===== config.mk =====
export PLATFORM = sky130hd
export DESIGN_NAME = dacr_regs
export DESIGN_NICKNAME = d
export VERILOG_FILES = /design/src/design/dacr_pkg.sv /design/src/design/dacr_chan_if.sv /design/src/design/dacr_regs.sv /design/src/design/dacr_chan_data.sv /design/src/design/dacr_trigger.sv
export SDC_FILE = /design/constraint.sdc
export NUM_CORES = 1
export LEC_CHECK = 0
export ABC_AREA = 1
export BUFFER_PORTS_ARGS = -buffer_cell sky130_fd_sc_hd__buf_2
export CAP_MARGIN = 25
export CORE_MARGIN = 1.5
export CORE_UTILIZATION = 50
export DETAILED_ROUTE_END_ITERATION = 10
export HOLD_SLACK_MARGIN = 0.12
export PLACE_DENSITY = 0.78
export SYNTH_ARGS = -nofsm -noshare
export SYNTH_HDL_FRONTEND = slang
export SYNTH_SLANG_ARGS = --single-unit
export TNS_END_PERCENT = 100

===== constraint.sdc =====
create_clock -name mclk -period 1.4 [get_ports mclk]
set_input_delay 0 -clock mclk [delete_from_list [all_inputs] [get_ports mclk]]
set_output_delay 0 -clock mclk [all_outputs]
set_load 0.01 [all_outputs]

===== src/design/dacr_pkg.sv =====
package dacr_pkg;

	// ==========================================================
	// Register map
	localparam logic [4:0] OFF_CONTROL_A   = 5'h00;
	localparam logic [4:0] OFF_CONTROL_B   = 5'h01;
	localparam logic [4:0] OFF_CONTROL_C   = 5'h02;
	localparam logic [4:0] OFF_TRIG_SELECT = 5'h03;
	localparam logic [4:0] OFF_STATUS      = 5'h05;
	localparam logic [4:0] OFF_GAIN0       = 5'h08;
	localparam logic [4:0] OFF_OFFSET0     = 5'h09;
	localparam logic [4:0] OFF_GAIN1       = 5'h0A;
	localparam logic [4:0] OFF_OFFSET1     = 5'h0B;
	localparam logic [4:0] OFF_CH0_LOW     = 5'h18;
	localparam logic [4:0] OFF_CH0_HIGH    = 5'h19;
	localparam logic [4:0] OFF_CH1_LOW     = 5'h1A;
	localparam logic [4:0] OFF_CH1_HIGH    = 5'h1B;

	// ==========================================================
	// Writable bits; everything else is reserved and reads zero
	localparam logic [7:0] MASK_CONTROL_A   = 8'h1F;
	localparam logic [7:0] MASK_CONTROL_B   = 8'h63;
	localparam logic [7:0] MASK_CONTROL_C   = 8'h19;
	localparam logic [7:0] MASK_TRIG_SELECT = 8'h0F;
	localparam logic [7:0] MASK_STATUS      = 8'h03;

	// ==========================================================
	// Field positions
	localparam int POS_ENABLE       = 0;
	localparam int POS_LOW_POWER    = 1;
	localparam int POS_CH0_ON       = 2;
	localparam int POS_CH1_ON       = 3;
	localparam int POS_INTERNAL_OUT = 4;
	localparam int POS_TRIG0        = 0;
	localparam int POS_TRIG1        = 1;
	localparam int POS_CHAN_SELECT  = 5;
	localparam int POS_ALIGN        = 0;
	localparam int POS_REF_SELECT   = 3;

	// ==========================================================
	// Reset values
	localparam logic [7:0]  RESET_BYTE  = 8'h00;
	localparam logic [11:0] RESET_VALUE = 12'h000;

	// ==========================================================
	// Read views of a 12-bit value in the selected layout
	function automatic logic [7:0] dacr_low_view(input logic [11:0] v, input logic left);
		return left ? {v[3:0], 4'h0} : v[7:0];
	endfunction

	function automatic logic [7:0] dacr_high_view(input logic [11:0] v, input logic left);
		return left ? v[11:4] : {4'h0, v[11:8]};
	endfunction

endpackage


===== src/design/dacr_chan_if.sv =====
`timescale 1ns/100ps
`default_nettype none

interface dacr_chan_if;
	logic        wrLow;
	logic        wrHigh;
	logic [7:0]  wdata;
	logic        alignment_select;
	logic [11:0] value;
	logic [7:0]  viewLow;
	logic [7:0]  viewHigh;
	logic        written;

	modport bank (output wrLow, output wrHigh, output wdata, output alignment_select,
		input value, input viewLow, input viewHigh, input written);
	modport chan (input wrLow, input wrHigh, input wdata, input alignment_select,
		output value, output viewLow, output viewHigh, output written);
endinterface

`default_nettype wire


===== src/design/dacr_regs.sv =====
// Decided for this implementation: the address-and-strobe port.
`timescale 1ns/100ps
`default_nettype none

module dacr_regs
	import dacr_pkg::*;
(
	input  wire logic        mclk,
	input  wire logic        rstn,
	input  wire logic [4:0]  regAddr,
	input  wire logic [7:0]  regWdata,
	input  wire logic        regWrite,
	input  wire logic        regRead,
	output logic      [7:0]  regRdata,
	input  wire logic [7:0]  eventIn,
	output logic      [11:0] chan0Value,
	output logic      [11:0] chan1Value,
	output logic      [1:0]  convStart,
	output logic      [1:0]  dmaReq,
	output logic             dacEnable,
	output logic             lowPower,
	output logic      [1:0]  chanEnable,
	output logic             internalOut,
	output logic      [1:0]  chanSelect,
	output logic      [1:0]  refSelect,
	output logic      [7:0]  gain0,
	output logic      [7:0]  offset0,
	output logic      [7:0]  gain1,
	output logic      [7:0]  offset1
);

	// ==========================================================
	// Storage
	logic [7:0] controlA;
	logic [7:0] controlB;
	logic [7:0] controlC;
	logic [7:0] trigSelect;
	logic [1:0] dataEmpty;
	logic [7:0] gainByte0;
	logic [7:0] offsetByte0;
	logic [7:0] gainByte1;
	logic [7:0] offsetByte1;
	logic [7:0] next_regRdata;
	logic [1:0] chanWritten;
	logic       alignment_select;

	dacr_chan_if chan0Link ();
	dacr_chan_if chan1Link ();

	// ==========================================================
	// Write strobes
	logic wrControlA;
	logic wrControlB;
	logic wrControlC;
	logic wrTrigSelect;
	logic wrStatus;

	assign wrControlA   = regWrite && (regAddr == OFF_CONTROL_A);
	assign wrControlB   = regWrite && (regAddr == OFF_CONTROL_B);
	assign wrControlC   = regWrite && (regAddr == OFF_CONTROL_C);
	assign wrTrigSelect = regWrite && (regAddr == OFF_TRIG_SELECT);
	assign wrStatus     = regWrite && (regAddr == OFF_STATUS);
	assign alignment_select      = controlC[POS_ALIGN];

	// ==========================================================
	// Channel data registers
	assign chan0Link.wrLow   = regWrite && (regAddr == OFF_CH0_LOW);
	assign chan0Link.wrHigh  = regWrite && (regAddr == OFF_CH0_HIGH);
	assign chan0Link.wdata   = regWdata;
	assign chan0Link.alignment_select = alignment_select;
	assign chan1Link.wrLow   = regWrite && (regAddr == OFF_CH1_LOW);
	assign chan1Link.wrHigh  = regWrite && (regAddr == OFF_CH1_HIGH);
	assign chan1Link.wdata   = regWdata;
	assign chan1Link.alignment_select = alignment_select;

	dacr_chan_data u_chan0 (
		.mclk (mclk),
		.rstn (rstn),
		.link (chan0Link.chan)
	);

	dacr_chan_data u_chan1 (
		.mclk (mclk),
		.rstn (rstn),
		.link (chan1Link.chan)
	);

	assign chanWritten = {chan1Link.written, chan0Link.written};

	// ==========================================================
	// Control registers; reserved bits are dropped so they read zero
	always_ff @(posedge mclk or negedge rstn) begin
		if (!rstn) begin
			controlA <= RESET_BYTE;
		end else if (wrControlA) begin
			controlA <= regWdata & MASK_CONTROL_A;
		end
	end

	always_ff @(posedge mclk or negedge rstn) begin
		if (!rstn) begin
			controlB <= RESET_BYTE;
		end else if (wrControlB) begin
			controlB <= regWdata & MASK_CONTROL_B;
		end
	end

	always_ff @(posedge mclk or negedge rstn) begin
		if (!rstn) begin
			controlC <= RESET_BYTE;
		end else if (wrControlC) begin
			controlC <= regWdata & MASK_CONTROL_C;
		end
	end

	always_ff @(posedge mclk or negedge rstn) begin
		if (!rstn) begin
			trigSelect <= RESET_BYTE;
		end else if (wrTrigSelect) begin
			trigSelect <= regWdata & MASK_TRIG_SELECT;
		end
	end

	// ==========================================================
	// Calibration bytes
	always_ff @(posedge mclk or negedge rstn) begin
		if (!rstn) begin
			gainByte0 <= RESET_BYTE;
		end else if (regWrite && (regAddr == OFF_GAIN0)) begin
			gainByte0 <= regWdata;
		end
	end

	always_ff @(posedge mclk or negedge rstn) begin
		if (!rstn) begin
			gainByte1 <= RESET_BYTE;
		end else if (regWrite && (regAddr == OFF_GAIN1)) begin
			gainByte1 <= regWdata;
		end
	end

	always_ff @(posedge mclk or negedge rstn) begin
		if (!rstn) begin
			offsetByte0 <= RESET_BYTE;
		end else if (regWrite && (regAddr == OFF_OFFSET0)) begin
			offsetByte0 <= regWdata;
		end
	end

	always_ff @(posedge mclk or negedge rstn) begin
		if (!rstn) begin
			offsetByte1 <= RESET_BYTE;
		end else if (regWrite && (regAddr == OFF_OFFSET1)) begin
			offsetByte1 <= regWdata;
		end
	end

	// ==========================================================
	// Conversion start and data-empty flags
	dacr_trigger u_trigger (
		.mclk        (mclk),
		.rstn        (rstn),
		.eventIn     (eventIn),
		.eventSelect (trigSelect[3:0]),
		.trigMode    ({controlB[POS_TRIG1], controlB[POS_TRIG0]}),
		.chanOn      ({controlA[POS_ENABLE] & controlA[POS_CH1_ON],
		               controlA[POS_ENABLE] & controlA[POS_CH0_ON]}),
		.written     (chanWritten),
		.convStart   (convStart)
	);

	// A fresh write outranks the taking of the old data: the register
	// then holds data not yet converted, so it must not look empty.
	always_ff @(posedge mclk or negedge rstn) begin
		if (!rstn) begin
			dataEmpty <= RESET_BYTE[1:0];
		end else begin
			for (int i = 0; i < 2; i++) begin
				if (chanWritten[i]) begin
					dataEmpty[i] <= 1'b0;
				end else if (convStart[i]) begin
					dataEmpty[i] <= 1'b1;
				end else if (wrStatus) begin
					dataEmpty[i] <= regWdata[i];
				end
			end
		end
	end

	// ==========================================================
	// Read path: data only in the cycle after the strobe
	always_comb begin
		next_regRdata = 8'h00;
		if (regRead) begin
			unique case (regAddr)
				OFF_CONTROL_A:   next_regRdata = controlA;
				OFF_CONTROL_B:   next_regRdata = controlB;
				OFF_CONTROL_C:   next_regRdata = controlC;
				OFF_TRIG_SELECT: next_regRdata = trigSelect;
				OFF_STATUS:      next_regRdata = {6'h00, dataEmpty};
				OFF_GAIN0:       next_regRdata = gainByte0;
				OFF_OFFSET0:     next_regRdata = offsetByte0;
				OFF_GAIN1:       next_regRdata = gainByte1;
				OFF_OFFSET1:     next_regRdata = offsetByte1;
				OFF_CH0_LOW:     next_regRdata = chan0Link.viewLow;
				OFF_CH0_HIGH:    next_regRdata = chan0Link.viewHigh;
				OFF_CH1_LOW:     next_regRdata = chan1Link.viewLow;
				OFF_CH1_HIGH:    next_regRdata = chan1Link.viewHigh;
				default:         next_regRdata = 8'h00;
			endcase
		end
	end

	always_ff @(posedge mclk or negedge rstn) begin
		if (!rstn) begin
			regRdata <= RESET_BYTE;
		end else begin
			regRdata <= next_regRdata;
		end
	end

	// ==========================================================
	// Outputs to the converter
	assign chan0Value  = chan0Link.value;
	assign chan1Value  = chan1Link.value;
	assign dmaReq      = dataEmpty;
	assign dacEnable   = controlA[POS_ENABLE];
	assign lowPower    = controlA[POS_LOW_POWER];
	assign chanEnable  = {controlA[POS_CH1_ON], controlA[POS_CH0_ON]};
	assign internalOut = controlA[POS_INTERNAL_OUT];
	assign chanSelect  = controlB[POS_CHAN_SELECT +: 2];
	assign refSelect   = controlC[POS_REF_SELECT +: 2];
	assign gain0       = gainByte0;
	assign offset0     = offsetByte0;
	assign gain1       = gainByte1;
	assign offset1     = offsetByte1;
endmodule // dacr_regs

`default_nettype wire


===== src/design/dacr_chan_data.sv =====
`timescale 1ns/100ps
`default_nettype none

module dacr_chan_data
	import dacr_pkg::*;
(
	input  wire logic mclk,
	input  wire logic rstn,
	dacr_chan_if.chan link
);
	logic [7:0]  tempByte;
	logic [11:0] value;
	logic        written;

	// ==========================================================
	// Low byte waits in a temporary byte until the high byte lands
	always_ff @(posedge mclk or negedge rstn) begin
		if (!rstn) begin
			tempByte <= RESET_BYTE;
		end else if (link.wrLow) begin
			tempByte <= link.alignment_select ? {link.wdata[7:4], 4'h0} : link.wdata;
		end
	end

	always_ff @(posedge mclk or negedge rstn) begin
		if (!rstn) begin
			value <= RESET_VALUE;
		end else if (link.wrHigh) begin
			if (link.alignment_select) begin
				value <= {link.wdata, tempByte[7:4]};
			end else begin
				value <= {link.wdata[3:0], tempByte};
			end
		end
	end

	always_ff @(posedge mclk or negedge rstn) begin
		if (!rstn) begin
			written <= 1'b0;
		end else begin
			written <= link.wrHigh;
		end
	end

	assign link.value    = value;
	assign link.written  = written;
	assign link.viewLow  = dacr_low_view(value, link.alignment_select);
	assign link.viewHigh = dacr_high_view(value, link.alignment_select);
endmodule // dacr_chan_data

`default_nettype wire


===== src/design/dacr_trigger.sv =====
`timescale 1ns/100ps
`default_nettype none

module dacr_trigger
	import dacr_pkg::*;
(
	input  wire logic       mclk,
	input  wire logic       rstn,
	input  wire logic [7:0] eventIn,
	input  wire logic [3:0] eventSelect,
	input  wire logic [1:0] trigMode,
	input  wire logic [1:0] chanOn,
	input  wire logic [1:0] written,
	output logic      [1:0] convStart
);
	logic [1:0] pending;
	logic [1:0] fire;
	logic [2:0] sel1;

	// Channel 1 may take the next event channel up; it wraps from 7 to 0
	assign sel1 = eventSelect[3] ? eventSelect[2:0] + 3'h1 : eventSelect[2:0];

	always_comb begin
		fire[0] = chanOn[0] & pending[0] & (~trigMode[0] | eventIn[eventSelect[2:0]]);
		fire[1] = chanOn[1] & pending[1] & (~trigMode[1] | eventIn[sel1]);
	end

	// A new write in the start cycle keeps the channel pending
	always_ff @(posedge mclk or negedge rstn) begin
		if (!rstn) begin
			pending <= 2'b00;
		end else begin
			pending <= written | (pending & ~fire);
		end
	end

	always_ff @(posedge mclk or negedge rstn) begin
		if (!rstn) begin
			convStart <= 2'b00;
		end else begin
			convStart <= fire;
		end
	end

endmodule // dacr_trigger

`default_nettype wire


* Word level (Yosys, flattened, before mapping) *
Index checks and enable logic that the tools add are counted.

word-level totals
  memories kept = 0
  bits in registers = 104
  memory bits (writable) = 0
  output and inout bits = 77
  ROM bits = 0
  input port bits = 25
  word-level logic and storage cells = 83
  bits in latches = 0

operators by class
  div/mod/pow operators = 0
  multiply operators = 0
  reductions and logical operators = 16
  bitwise gates (word level) = 13
  equal/unequal tests = 12
  multiplexer cells = 20
  shift operators = 0
  $add $sub $neg = 1
  magnitude comparators = 2

operators by type and width
  cell                 number
  $pmux 8 s13          1
  $mux 8               5
  $mux 12              2
  $eq 5x4->1 const B   4
  $eq 5x5->1 const B   4
  $logic_and 1x1->1    13
  $eq 5x2->1 const B   2
  $lt 3x4->1 const B   2
  $mux 1               8
  $and 1x1->1          6
  $bmux 1 s3           2
  $reduce_bool 3->1    2
  $eq 5x1->1 const B   1
  $eq 5x3->1 const B   1
  $logic_not 5->1      1
  $mux 4               1
  $add 3x1->3 const B  1
  $mux 3               1
  $and 2x2->2          1
  $not 1->1            2
  $not 2->2            1
  $or 1x1->1           2
  $or 2x2->2           1

* Longest topological paths before layout *
Gate-level depths: netlist of the first run.

  word-level depth = 9
  mapped depth = 12
  gate-level depth less buffers = 11

* Cells and area by module *
A second synthesis of the first run with hierarchy kept.

unflattened totals
  cell total of the unflattened synthesis = 806
  area, all modules = 5776.8 µm²

by module, submodules not included
  module          times used  cells each  sequential area each (µm²)  area an instance (µm²)
  dacr_regs       1           417         1451.4                      3050.4
  dacr_chan_data  2           160         525.5                       1157.4
  dacr_trigger    1           69          100.1                       411.6

* Worst setup path before layout of the first run *
OpenSTA, ideal clock, no wires.

  path kind = register -> register
  start = reg trigSelect[0]
  end = reg u_trigger.pending[1]
  stages on the path, launching flop included = 13
  buffers on the path = 1
  data required time = 1284 ps
  period minus slack after synthesis = 1423 ps
  arrival = 1307 ps
  setup time = 116 ps
  setup slack = -23 ps
  path through = dfrtp_1 > clkbuf_1 > inv_1 > nand2_1 > nand2_1 > nand2_1 > nand3_1 > nand2_1 > nand2_1 > nand3_1 > nand2_1 > nand2_1 > nand2_1

on the way
  word-level cells in the longest chain between the ends = 9

ends and longest elaborated chain
  what                              line                source
  start: declaration                dacr_regs.sv:37     logic [7:0] trigSelect;
  start signal: assignment          dacr_regs.sv:120    trigSelect <= regWdata & MASK_TRIG_SELECT;
  $add 3x1->3                       dacr_trigger.sv:21  assign sel1 = eventSelect[3] ? eventSelect[2:0] + 3'h1 : eventSelect[2:0];
  $mux 3 (*)                        dacr_trigger.sv:21
  $bmux 1 s3 (*)                    dacr_trigger.sv:25  fire[1] = chanOn[1] & pending[1] & (~trigMode[1] | eventIn[sel1]);
  $mux 1 (not written as such) (*)  dacr_trigger.sv:25
  $or 1x1->1 (*)                    dacr_trigger.sv:25
  $and 1x1->1 (*)                   dacr_trigger.sv:25
  $not 2->2 (*)                     dacr_trigger.sv:33  pending <= written | (pending & ~fire);
  $and 2x2->2 (*)                   dacr_trigger.sv:33
  $or 2x2->2 (*)                    dacr_trigger.sv:33
  end signal: assignment            dacr_trigger.sv:33
  end: declaration                  dacr_trigger.sv:16  logic [1:0] pending;

Mark *: on every way between the ends. The rest lies on a longest branch, timed or not. The select of a mux whose other input is x is not followed.
A chain may end at the register's enable or synchronous reset.

* Final worst setup path of the first run *
Ends and elaborated chain as after synthesis.

==> results of run 1 <==
==> final timing paths <==
| check | slack (ps) | end |
|---|---|---|
| setup / recovery | -80 | u_trigger.pending[1]$_DFF_PN0_ |
| hold / removal | 160 | u_trigger.convStart[1]$_DFF_PN0_ |
| setup reg to reg | -80 | u_trigger.pending[1]$_DFF_PN0_ |
| hold reg to reg | 430 | dmaReq[0]$_DFFE_PN0P_ |
| max in group asynchronous | 760 | trigSelect[0]$_DFFE_PN0P_ |
| min in group asynchronous | 220 | gain1[4]$_DFFE_PN0P_ |
==> cells in the final DEF, fill, tap and decap left out, drive strengths merged, types with 3 or more instances in the layout <==
cell type and instances:
a31oi 10, clkbuf 13, nor3 3, buf 132, a21oi 6, nand2 275
nand3 28, nand3b 3, inv 63, dlygate4sd3 14, o21a 4, dfrtp 104
nor2 50, o21ai 108
==> power breakdown <==
| group | switching [mW] | internal, mW | total [mW] |
|---|---|---|---|
| logic | 1.41 | 1.02 | 2.43 |
| clock network | 1.08 | 0.890 | 1.97 |
| registers | 0.576 | 3.60 | 4.17 |
| total | 3.07 | 5.50 | 8.57 |
==> stage by stage <==
| stage | setup WS [ps] | hold slack (ps) | setup TNS, ps |
|---|---|---|---|
| after floorplan | 38.3 | -296 | 0 |
| after global placement | -9.23 | 102 | -9.23 |
| after detailed placement | -63.0 | 112 | -106 |
| after CTS | -53.4 | -108 | -54.4 |
| after global routing | -144 | 176 | -744 |
| final | -81.2 | 156 | -114 |
==> repair_timing <==
item / CTS / global route
hold buffers: 13 / 1
pin swaps: 4 / 15
resized for setup: 8 / 28
buffers inserted: 2 / 1
cloned: 0 / 2
endpoints found under the setup margin: 5 / 15
endpoints found under the hold margin: 158 / 5
==> registers in the layout, summed over array words and instances, names as in the netlist <==
name                  flops
u_trigger.convStart       2
u_chan1.link.written      1
trigSelect                4
u_chan0.link.value       12
u_chan1.tempByte          8
controlB                  4
offset1                   8
u_chan0.link.written      1
controlC                  3
gain0                     8
offset0                   8
controlA                  5
regRdata                  8
dmaReq                    2
u_trigger.pending         2
gain1                     8
u_chan1.link.value       12
u_chan0.tempByte          8
==> layout make-up <==
class / instances / area [µm²]
inverters: 61 / 231
multi-input cells: 497 / 2270
flip-flops and latches: 104 / 2610
fillers: 795 / 3400
repair buffers: 148 / 985
clock buffers: 11 / 141
clock inverters: 5 / 62.6
well taps: 133 / 166
==> logic make-up after synthesis <==
logic type               synth area share
AO/OA/AOI/OAI                       0.129
XOR/XNOR                          0.00170
buffers and inverters              0.0694
adder cells (fa/ha/maj)           0.00243
flip-flops                          0.506
AND/OR/NAND/NOR                     0.291
==> metal layers <==
layer	track usage	vias to the layer above
met5	0	-
met3	0.0407	32
met4	0.123	0
met2	0.433	238
li1	-	2452
met1	0.392	2398
==> critical path, stage by stage (launching register included) <==
cell and delay (ps):
dfrtp_2 460, ha_4 300, nand2_2 60, o21ai_2 80, nand3_1 120, nand2_1 80
nand2_1 50, nand3_1 60, nand2_1 60, nand2_1 50, nand2_1 40
==> metrics.md, run 1 <==
| Metric | Value |
|---|---|
| Clock-pin slew on the worst setup and hold paths | `100 ps` |
| Routability cong. | `0.928` |
| DR iter-0 viols | `415` |
| WL met2 | `7.09 mm` |
| Die Footprint | `10900 µm²` |
| Routed Antenna Nets | `0` |
| Synth area leaders | `dfrtp_1, nand2_1, o21ai_0, inv_1, nor2_1` |
| Htree depth | `3` |
| Unique masters post-synth | `28` |
| Minimum clock period | `1480 ps` |
| Worst setup SP type | `flop` |
| Yosys warning count | `0` |
| Number of synthesized flops with an enable pin | `0` |
| Synth area leader | `dfrtp_1` |
| Post-DP HPWL | `10.5 mm` |
| Maximum clock rate | `0.675 GHz` |
| CP max FO | `4` |
| Hold Path Origin | `eventIn[0]` |
| Overall Power | `8.57 mW` |
| Uppermost layer routed | `met4` |
| Pin count of the biggest net entering global routing | `105` |
| Avg Inst Size Synth | `7.48 µm²` |
| Final worst-path cycle share | `1.06` |
| Pre-antenna DRT Iters | `8` |
| Final Hold Viols | `0` |
| Critical Path RT | `1670 ps` |
| Synth async-reset ratio | `1.00` |
| Row count | `36` |
| Core Util, Final | `0.655` |
| CTS tree | `built` |
| Cell Area, Synth | `5140 µm²` |
| Hold Crit Class | `in2reg` |
| FF-to-FF Start | `trigSelect[0]$_DFFE_PN0P_` |
| Mapped Cells | `687` |
| Wl on met1 | `between 6 and 7 mm` |
| Yosys reg bits | `104` |
| # Max-Cap Violations | `0` |
| Syn Nets | `approximately 710` |
| Cell count after placement | `924` |
| Share of layout cells above drive strength 1 | `0.234` |
| Finish-stage setup viols | `4` |
| ANT cells | `0` |
| Setup WS post-layout | `-81.2 ps` |
| CORE AREA | `9860 µm²` |
| First-pass GRT wire length | `23.9 mm` |
| Most used DFF post-synth | `dfrtp_1` |
| Critical path arrival | `around 1800 ps` |
| Initial antenna violation count | `0` |
| Maximum buffer depth of the clock tree | `2` |
| Hold depth | `9` |
| Post-DP Area | `5950 µm²` |
| Routed wire per std cell | `15.8 µm` |
| P per Cell Area | `1330 nW/µm²` |
| Most frequent cell after synthesis | `nand2_1` |
| Layout Nets | `roughly 850` |
| LEAKAGE | `3.40 nW` |
| Top cells by instance count after synthesis | `nand2_1, o21ai_0, dfrtp_1, inv_1, nor2_1` |
| Vias in the first global route | `4663` |
| Worst setup path class | `reg2reg` |
| Starting Density | `0.521` |
| Fin area | `between 6000 and 7000 µm²` |
| Global Route Usage Sum | `0.280` |
| Die X | `104 µm` |
| Fin cells | `959` |
| Post-route DRC violation count | `0` |
| Clock latency on the worst-skew pair | `380 ps` |
| Register area share after synthesis | `0.506` |
| Crit path from | `trigSelect[0]$_DFFE_PN0P_` |
| Worst VDD drop | `approximately 670 µV` |
| Vias/cell | `5.34` |
| Met3 Wirelength | `1.12 mm` |
| Die Y | `roughly 100 µm` |
| Worst Max-Slew Pin Slew | `541 ps` |
| Slew headroom | `0.639` |
| RSZ-0062 raised after global routing | `true` |
| Synth top area share | `0.506` |
| Reg2Reg Depth | `10` |
| Setup Skew | `roughly 12 ps` |
| Remaining global-route overflow | `0` |
| Status | `complete, but fails checks` |
| Clock Tree Root | `clkbuf_8` |
| Slew Limit Fails | `0` |
| CTS Buf Count | `9` |
| Num ports | `102` |
| Crit. End Element | `flop` |
| Area Growth Syn to Fin | `25.8%` |
| Clock sinks | `104` |
| Port Buffer Count | `roughly 100` |
| Final WL | `15.2 mm` |
| Total vias in the final route | `~5000` |
| Failing checks | `negative setup slack` |
Note: power is estimated with default switching activity, not from simulation.
==> inputs of run 2 (changes only) <==
CORE_UTILIZATION = 40   (was 50)
PLACE_DENSITY = 0.65   (was 0.78)
==> run 2 against run 1 <==
Sequential share of layout area down 1.9 points. Critical path type unchanged. Worst hold slack worse by 46 ps. Sequential power about the same. Largest power group unchanged. Register-to-register slack about the same. Clock power up 40%. Fmax up 0.74%. Largest cell class unchanged. The flow still finishes with violations (negative setup slack). Die area up 24%.
==> metrics.md, run 2 (same netlist as run 1, synthesis figures left out) <==
| Metric | Value |
|---|---|
| Num ports | `102 (unchanged)` |
| Switching power share of the total | `0.333 (-0.0251)` |
| Met3 Wirelength | `942 µm (-16%)` |
| Layout Nets | `853 (+0.71%)` |
| Remaining global-route overflow | `0 (unchanged)` |
| Clock Tree Root | `clkbuf_16` |
| Htree depth | `3 (unchanged)` |
| Vias/cell | `5.04 (-5.6%)` |
| Vias in the first global route | `4640 (-0.49%)` |
| Multi-input logic area | `2310 µm² (+1.9%)` |
| Sequential share of power | `0.439 (-0.048)` |
| Routability cong. | `0.919 (-0.95%)` |
| Crit-path cells | `buf_12, clkbuf_16, buf_4, nand2_1, o21ai_0, nor2_1, a31oi_1` |
| Global Route Usage Sum | `0.238 (-0.0421)` |
| Minimum clock period | `1470 ps (-10.9 ps)` |
| Clock latency on the worst-skew pair | `350 ps (-30 ps)` |
| Crit-path max cell delay | `460 ps (about the same)` |
| Most frequent cells in the layout | `nand2_1, dfrtp_1, buf_2` |
| Area Growth Syn to Fin | `32.0%` |
| Row count | `41 (+14%)` |
| Clock-pin slew on the worst setup and hold paths | `70 ps (-30 ps)` |
| Uppermost layer routed | `met4` |
| Port Buffer Count | `101 (unchanged)` |
| Fin Hold WS | `110 ps (-46.0 ps)` |
| Slew Limit Fails | `0 (unchanged)` |
| CTS tree | `built` |
| # Max-Cap Violations | `0 (unchanged)` |
| Routed wire per std cell | `15.7 µm (-0.80%)` |
| Slew headroom | `0.704 (+0.0644)` |
| Crit-path leading delay family | `flip-flops` |
| WP buf/inv | `3 (+3)` |
| Starting Density | `0.409 (-0.112)` |
| ANT cells | `0 (unchanged)` |
| Crit. End Element | `flop` |
| CORE AREA | `12600 µm² (+27%)` |
| Clock sinks | `104 (unchanged)` |
| First-pass GRT wire length | `24.3 mm (+1.8%)` |
| CP max FO | `8 (+4)` |
| Commonest non-fill, non-tap cell in the layout | `nand2_1` |
| Finish-stage setup viols | `5 (+1)` |
| Failing checks | `negative setup slack` |
| Initial antenna violation count | `0 (unchanged)` |
| Total vias in the final route | `5061 (-1.2%)` |
| Worst Max-Slew Pin Slew | `443 ps (-97.7 ps)` |
| Worst setup SP type | `flop` |
| CTS Buf Count | `9 (unchanged)` |
| Die X | `116 µm (+11%)` |
| Final WL | `15.8 mm (+3.9%)` |
| Combinational share of power | `0.272 (-0.011)` |
| Maximum buffer depth of the clock tree | `2 (unchanged)` |
| Die Footprint | `13500 µm² (+24%)` |
| Setup Skew | `8.14 ps (-4.18 ps)` |
| Sequential standard cell area | `2610 µm² (unchanged)` |
| Top Registers | `u_chan0.link.value x12, u_chan1.link.value x12` |
| Worst setup path class | `reg2reg` |
| Wl on met1 | `7.12 mm (+7.9%)` |
| Post-DP HPWL | `11.2 mm (+6.8%)` |
| Clock power share | `0.289 (+0.059)` |
| Post-route DRC violation count | `0 (unchanged)` |
| Overall Power | `9.52 mW (+11%)` |
| Maximum clock rate | `0.680 GHz (+0.74%)` |
| WL met2 | `7.39 mm (+4.2%)` |
| Die Y | `116 µm (+11%)` |
| Slowest-stage cell, CP | `dfrtp_2` |
| Pre-antenna DRT Iters | `5 (-3)` |
| Final worst-path cycle share | `1.05 (-0.00782)` |
| Hold Crit Class | `in2reg` |
| Critical Path RT | `1630 ps (-40 ps)` |
| RSZ-0062 raised after global routing | `true` |
| Setup WS post-layout | `-70.3 ps (+10.9 ps)` |
| Worst VDD drop | `626 µV (-6.0%)` |
| P per Cell Area | `1400 nW/µm² (+5.9%)` |
| Core Util, Final | `0.540 (-0.115)` |
| Psw | `3.17 mW (+3.4%)` |
| Critical path arrival | `1700 ps (-50 ps)` |
| Pin count of the biggest net entering global routing | `44 (-58%)` |
| Routed Antenna Nets | `0 (unchanged)` |
| DR iter-0 viols | `370 (-11%)` |
| Fillers | `1201 (+51%)` |
| Share of layout cells above drive strength 1 | `0.256 (+0.0224)` |
| Status | `complete, but fails checks` |
| Final Hold Viols | `0 (unchanged)` |
| LEAKAGE | `3.53 nW (+3.9%)` |
| Internal Pwr Total | `6.36 mW (+15%)` |
-- run 2: cell count changes in the layout (fill, tap and decap cells not counted), sizes merged --
| cell | change |
|---|---|
| inv | -1 |
| bufinv | +1 |
| clkbuf | +2 |
| clkinvlp | -1 |
| dlygate4sd3 | -5 |
| buf | +10 |
-- run 2: power by group through the flow --
stage	clock network [mW]	registers (mW)	logic (mW)
after global routing	2.94	4.26	2.89
final	2.75	4.18	2.59
after global placement	0	4.18	2.17
after detailed placement	0	4.19	2.23
after CTS	2.79	4.15	2.34
after floorplan	0	4.25	1.07
-- run 2: area by class of cell --
class	count	share of cell area
clock buffer	12	0.0363
clock inverter	4	0.0113
inverter	61	0.0352
multi-input combinational	497	0.341
sequential	104	0.384
tap	172	0.0317
timing repair buffer	154	0.160
-- run 2: final timing paths --
kind	startpoint	endpoint	slack (ps)	cells past startpoint
min in group asynchronous	rstn	offset1[4]$_DFFE_PN0P_	630	3
max in group asynchronous	rstn	controlC[0]$_DFFE_PN0P_	210	4
min reg2reg	u_chan0.link.written$_DFF_PN0_	dmaReq[0]$_DFFE_PN0P_	440	1
max reg2reg	controlC[0]$_DFFE_PN0P_	regRdata[7]$_DFF_PN0_	-70	7
max	controlC[0]$_DFFE_PN0P_	regRdata[7]$_DFF_PN0_	-70	7
min	regWdata[5]	u_chan0.link.value[9]$_DFFE_PN0P_	110	5
-- run 2: what timing repair did --
item / in CTS / in global routing
resized for setup: 13 / 58
buffers inserted: 0 / 7
hold buffers: 8 / 1
gates cloned: 1 / 2
pin swaps: 2 / 23
setup endpoints to repair: 4 / 12
endpoints found under the hold margin: 127 / 5
-- run 2: through the flow --
step / cells / setup WS, ps / setup TNS, ps / cell area, µm²
after detailed placement: 970 / -54.5 / -129 / 6080
after global placement: 970 / -40.3 / -51.7 / 6080
final: 1004 / -70.3 / -269 / 6780
after global routing: 1004 / -131 / -771 / 6780
after CTS: 995 / -30.1 / -72.0 / 6560
after floorplan: 687 / 38.3 / 0 / 5140
-- run 2: routing by layer --
metal | vias up | track usage
li1 | 2476 | -
met1 | 2352 | 0.339
met2 | 204 | 0.372
met3 | 29 | 0.0384
met4 | 0 | 0.0756
met5 | - | 0
-- run 2: worst min-delay path: stages --
cell     delay, ps
buf_2          100
inv_1          110
o21ai_2         90
nand2_1         60
o21ai_0         60
==> inputs of run 3 (changes only) <==
SKIP_LAST_GASP = 1   (was default)
TNS_END_PERCENT = 1   (was 100)
==> run 3 against run 2 <==
Register-to-register slack about the same. Sequential power is essentially flat. The run still ends with negative setup slack left. Clock power hardly changed. Clock skew fell by 0.64 ps. Non-clock buffer count rose by 2. Power fell by 0.57%. Fmax grew 0.89%. Critical path depth up 2. Largest power group unchanged. Sequential share of layout area rose by 0.25 points. Count of clock-buffer cells in the layout unchanged.
==> metrics.md, run 3 (same netlist as run 1, synthesis figures left out) <==
| Metric | Value |
|---|---|
| Crit-path most repeated cell | `nand2_1` |
| Psw | `3.13 mW (-1.2%)` |
| Worst setup SP type | `flop` |
| Slew headroom | `0.681 (-0.0226)` |
| Num ports | `102 (unchanged)` |
| Core Util, Final | `0.536 (-0.00348)` |
| CORE AREA | `12600 µm² (unchanged)` |
| Clock power share | `0.290 (about the same)` |
| Status | `complete, but fails checks` |
| Initial antenna violation count | `0 (unchanged)` |
| Share of layout cells above drive strength 1 | `0.245 (-0.0114)` |
| Internal Pwr Total | `6.34 mW (-0.26%)` |
| Critical Path RT | `1650 ps (+20 ps)` |
| Clock latency on the worst-skew pair | `350 ps (about the same)` |
| Final WL | `15.9 mm (+0.80%)` |
| Worst VDD drop | `625 µV (-0.23%)` |
| CP max FO | `6 (-2)` |
| Setup Skew | `7.50 ps (-0.640 ps)` |
| First-pass GRT wire length | `24.3 mm (unchanged)` |
| Crit. End Element | `flop` |
| Clock-pin slew on the worst setup and hold paths | `70 ps (about the same)` |
| Pin count of the biggest net entering global routing | `44 (unchanged)` |
| Most frequent cells in the layout | `nand2_1, dfrtp_1, buf_2` |
| CTS Buf Count | `9 (unchanged)` |
| Final worst-path cycle share | `1.04 (-0.00929)` |
| Fin cells | `1006 (+0.20%)` |
| Pre-CTS setup slack | `-54.5 ps (unchanged)` |
| DR iter-0 viols | `432 (+17%)` |
| Layout Nets | `855 (+0.23%)` |
| Starting Density | `0.409 (unchanged)` |
| Crit-path cells | `buf_6, clkbuf_16, o21ai_1, nand2_1, nand2_1, nor2_2, nand3b_1, nand2_1, inv_1` |
| Sequential share of power | `0.442 (+0.003)` |
| Htree depth | `3 (unchanged)` |
| Worst setup path class | `reg2reg` |
| Vias in the first global route | `4647 (+0.15%)` |
| Pre-antenna DRT Iters | `5 (unchanged)` |
| LEAKAGE | `3.52 nW (-0.30%)` |
| Slowest-stage cell, CP | `dfrtp_2` |
| Minimum clock period | `1460 ps (-13.0 ps)` |
| Finish-stage setup viols | `8 (+3)` |
| Slew Limit Fails | `0 (unchanged)` |
| Maximum buffer depth of the clock tree | `2 (unchanged)` |
| Combinational share of power | `0.268 (-0.004)` |
| Crit-path max cell delay | `510 ps (+50 ps)` |
| Vias/cell | `5.03 (-0.24%)` |
| # Max-Cap Violations | `0 (unchanged)` |
| Commonest non-fill, non-tap cell in the layout | `nand2_1` |
| CTS tree | `built` |
| Area Growth Syn to Fin | `31.2%` |
| Routed Antenna Nets | `0 (unchanged)` |
| Cell count after placement | `970 (unchanged)` |
| WP buf/inv | `3 (unchanged)` |
| Global Route Usage Sum | `0.238 (about the same)` |
| Remaining global-route overflow | `0 (unchanged)` |
| Die X | `116 µm (unchanged)` |
| Post-route DRC violation count | `0 (unchanged)` |
| Clock Tree Root | `clkbuf_16` |
| Failing checks | `negative setup slack` |
| Switching power share of the total | `0.331 (-0.00206)` |
| ANT cells | `0 (unchanged)` |
| Post-DP HPWL | `11.2 mm (unchanged)` |
| Final Hold Viols | `0 (unchanged)` |
| RSZ-0062 raised after global routing | `true` |
| Total vias in the final route | `5059 (-0.040%)` |
| Hold Crit Class | `in2reg` |
| Worst Max-Slew Pin Slew | `473 ps (+29.9 ps)` |
| Die Y | `116 µm (unchanged)` |
| Top Registers | `u_chan0.link.value x12, u_chan1.link.value x12` |
| Row count | `41 (unchanged)` |
| Maximum clock rate | `0.686 GHz (+0.89%)` |
| Port Buffer Count | `101 (unchanged)` |
| Critical path arrival | `1710 ps (about the same)` |
| Crit-path leading delay family | `flip-flops` |
| Clock sinks | `104 (unchanged)` |
| Setup WS post-layout | `-57.3 ps (+13.0 ps)` |
| Routability cong. | `0.919 (unchanged)` |
| P per Cell Area | `1410 nW/µm² (about the same)` |
| Die Footprint | `13500 µm² (unchanged)` |
| Routed wire per std cell | `15.8 µm (+0.60%)` |
## run 3: metal layers
metal  up-vias  global-route usage  share of wire
met3        22              0.0384          0.065
met5         -                   0              0
met2       195               0.372           0.47
met4         0              0.0756          0.017
met1      2365               0.340           0.45
li1       2477                   -              -
## run 3: power by group through the flow
| stage | clock network (mW) | registers [mW] | logic, mW |
|---|---|---|---|
| 2_1_floorplan | 0 | 4.25 | 1.07 |
| 3_3_place_gp | 0 | 4.18 | 2.17 |
| 3_5_place_dp | 0 | 4.19 | 2.23 |
| 4_1_cts | 2.79 | 4.15 | 2.33 |
| 5_1_grt | 2.94 | 4.26 | 2.85 |
| 6_report | 2.75 | 4.18 | 2.54 |
## run 3: path summary, 6_finish.rpt
path                            depth (start not counted)                       to                      startpoint  slack (ps)
worst min-delay path                                    4     gain1[6]$_DFFE_PN0P_                     regWdata[6]         120
worst max-delay path                                    9    regRdata[2]$_DFF_PN0_         controlC[0]$_DFFE_PN0P_         -60
worst min register to register                          1    dmaReq[0]$_DFFE_PN0P_  u_chan0.link.written$_DFF_PN0_         440
min in group asynchronous                               3     gain1[3]$_DFFE_PN0P_                            rstn         630
max in group asynchronous                               4  controlC[0]$_DFFE_PN0P_                            rstn         200
worst max register to register                          9    regRdata[2]$_DFF_PN0_         controlC[0]$_DFFE_PN0P_         -60
## run 3: stage by stage
step | total power [mW] | instance area, µm² | TNS [ps] | hold slack, ps
floorplan | 5.31 | 5140 | 0 | -296
global placement | 6.35 | 6080 | -51.7 | -76.5
detailed placement | 6.42 | 6080 | -129 | -75.4
global route | 10.0 | 6740 | -1480 | 156
CTS | 9.27 | 6550 | -113 | -99.2
finish | 9.47 | 6740 | -223 | 122
## run 3: timing repair
| item | in CTS | in global routing |
|---|---|---|
| endpoints found under the hold margin | 127 | 5 |
| resized for setup | 9 | 47 |
| pin swaps | 2 | 16 |
| buffers inserted | 0 | 8 |
| hold buffers | 8 | 1 |
| setup endpoints to repair | 4 | 12 |
| gates cloned | 1 | 3 |
## run 3: worst reg2reg max path, delay by kind of cell (launching register included)
kind,cells,cell delay (ps)
compound gates,1,60
buf+inv,3,330
flops,1,510
simple gates,5,450
## run 3: cell type report
cell class,instances,area (µm²)
Fill cell,1211,5830
Sequential cell,104,2610
Multi-Input combinational cell,497,2250
Timing Repair Buffer,156,1110
Clock buffer,12,246
Inverter,61,239
Tap cell,172,215
Clock inverter,4,76.3
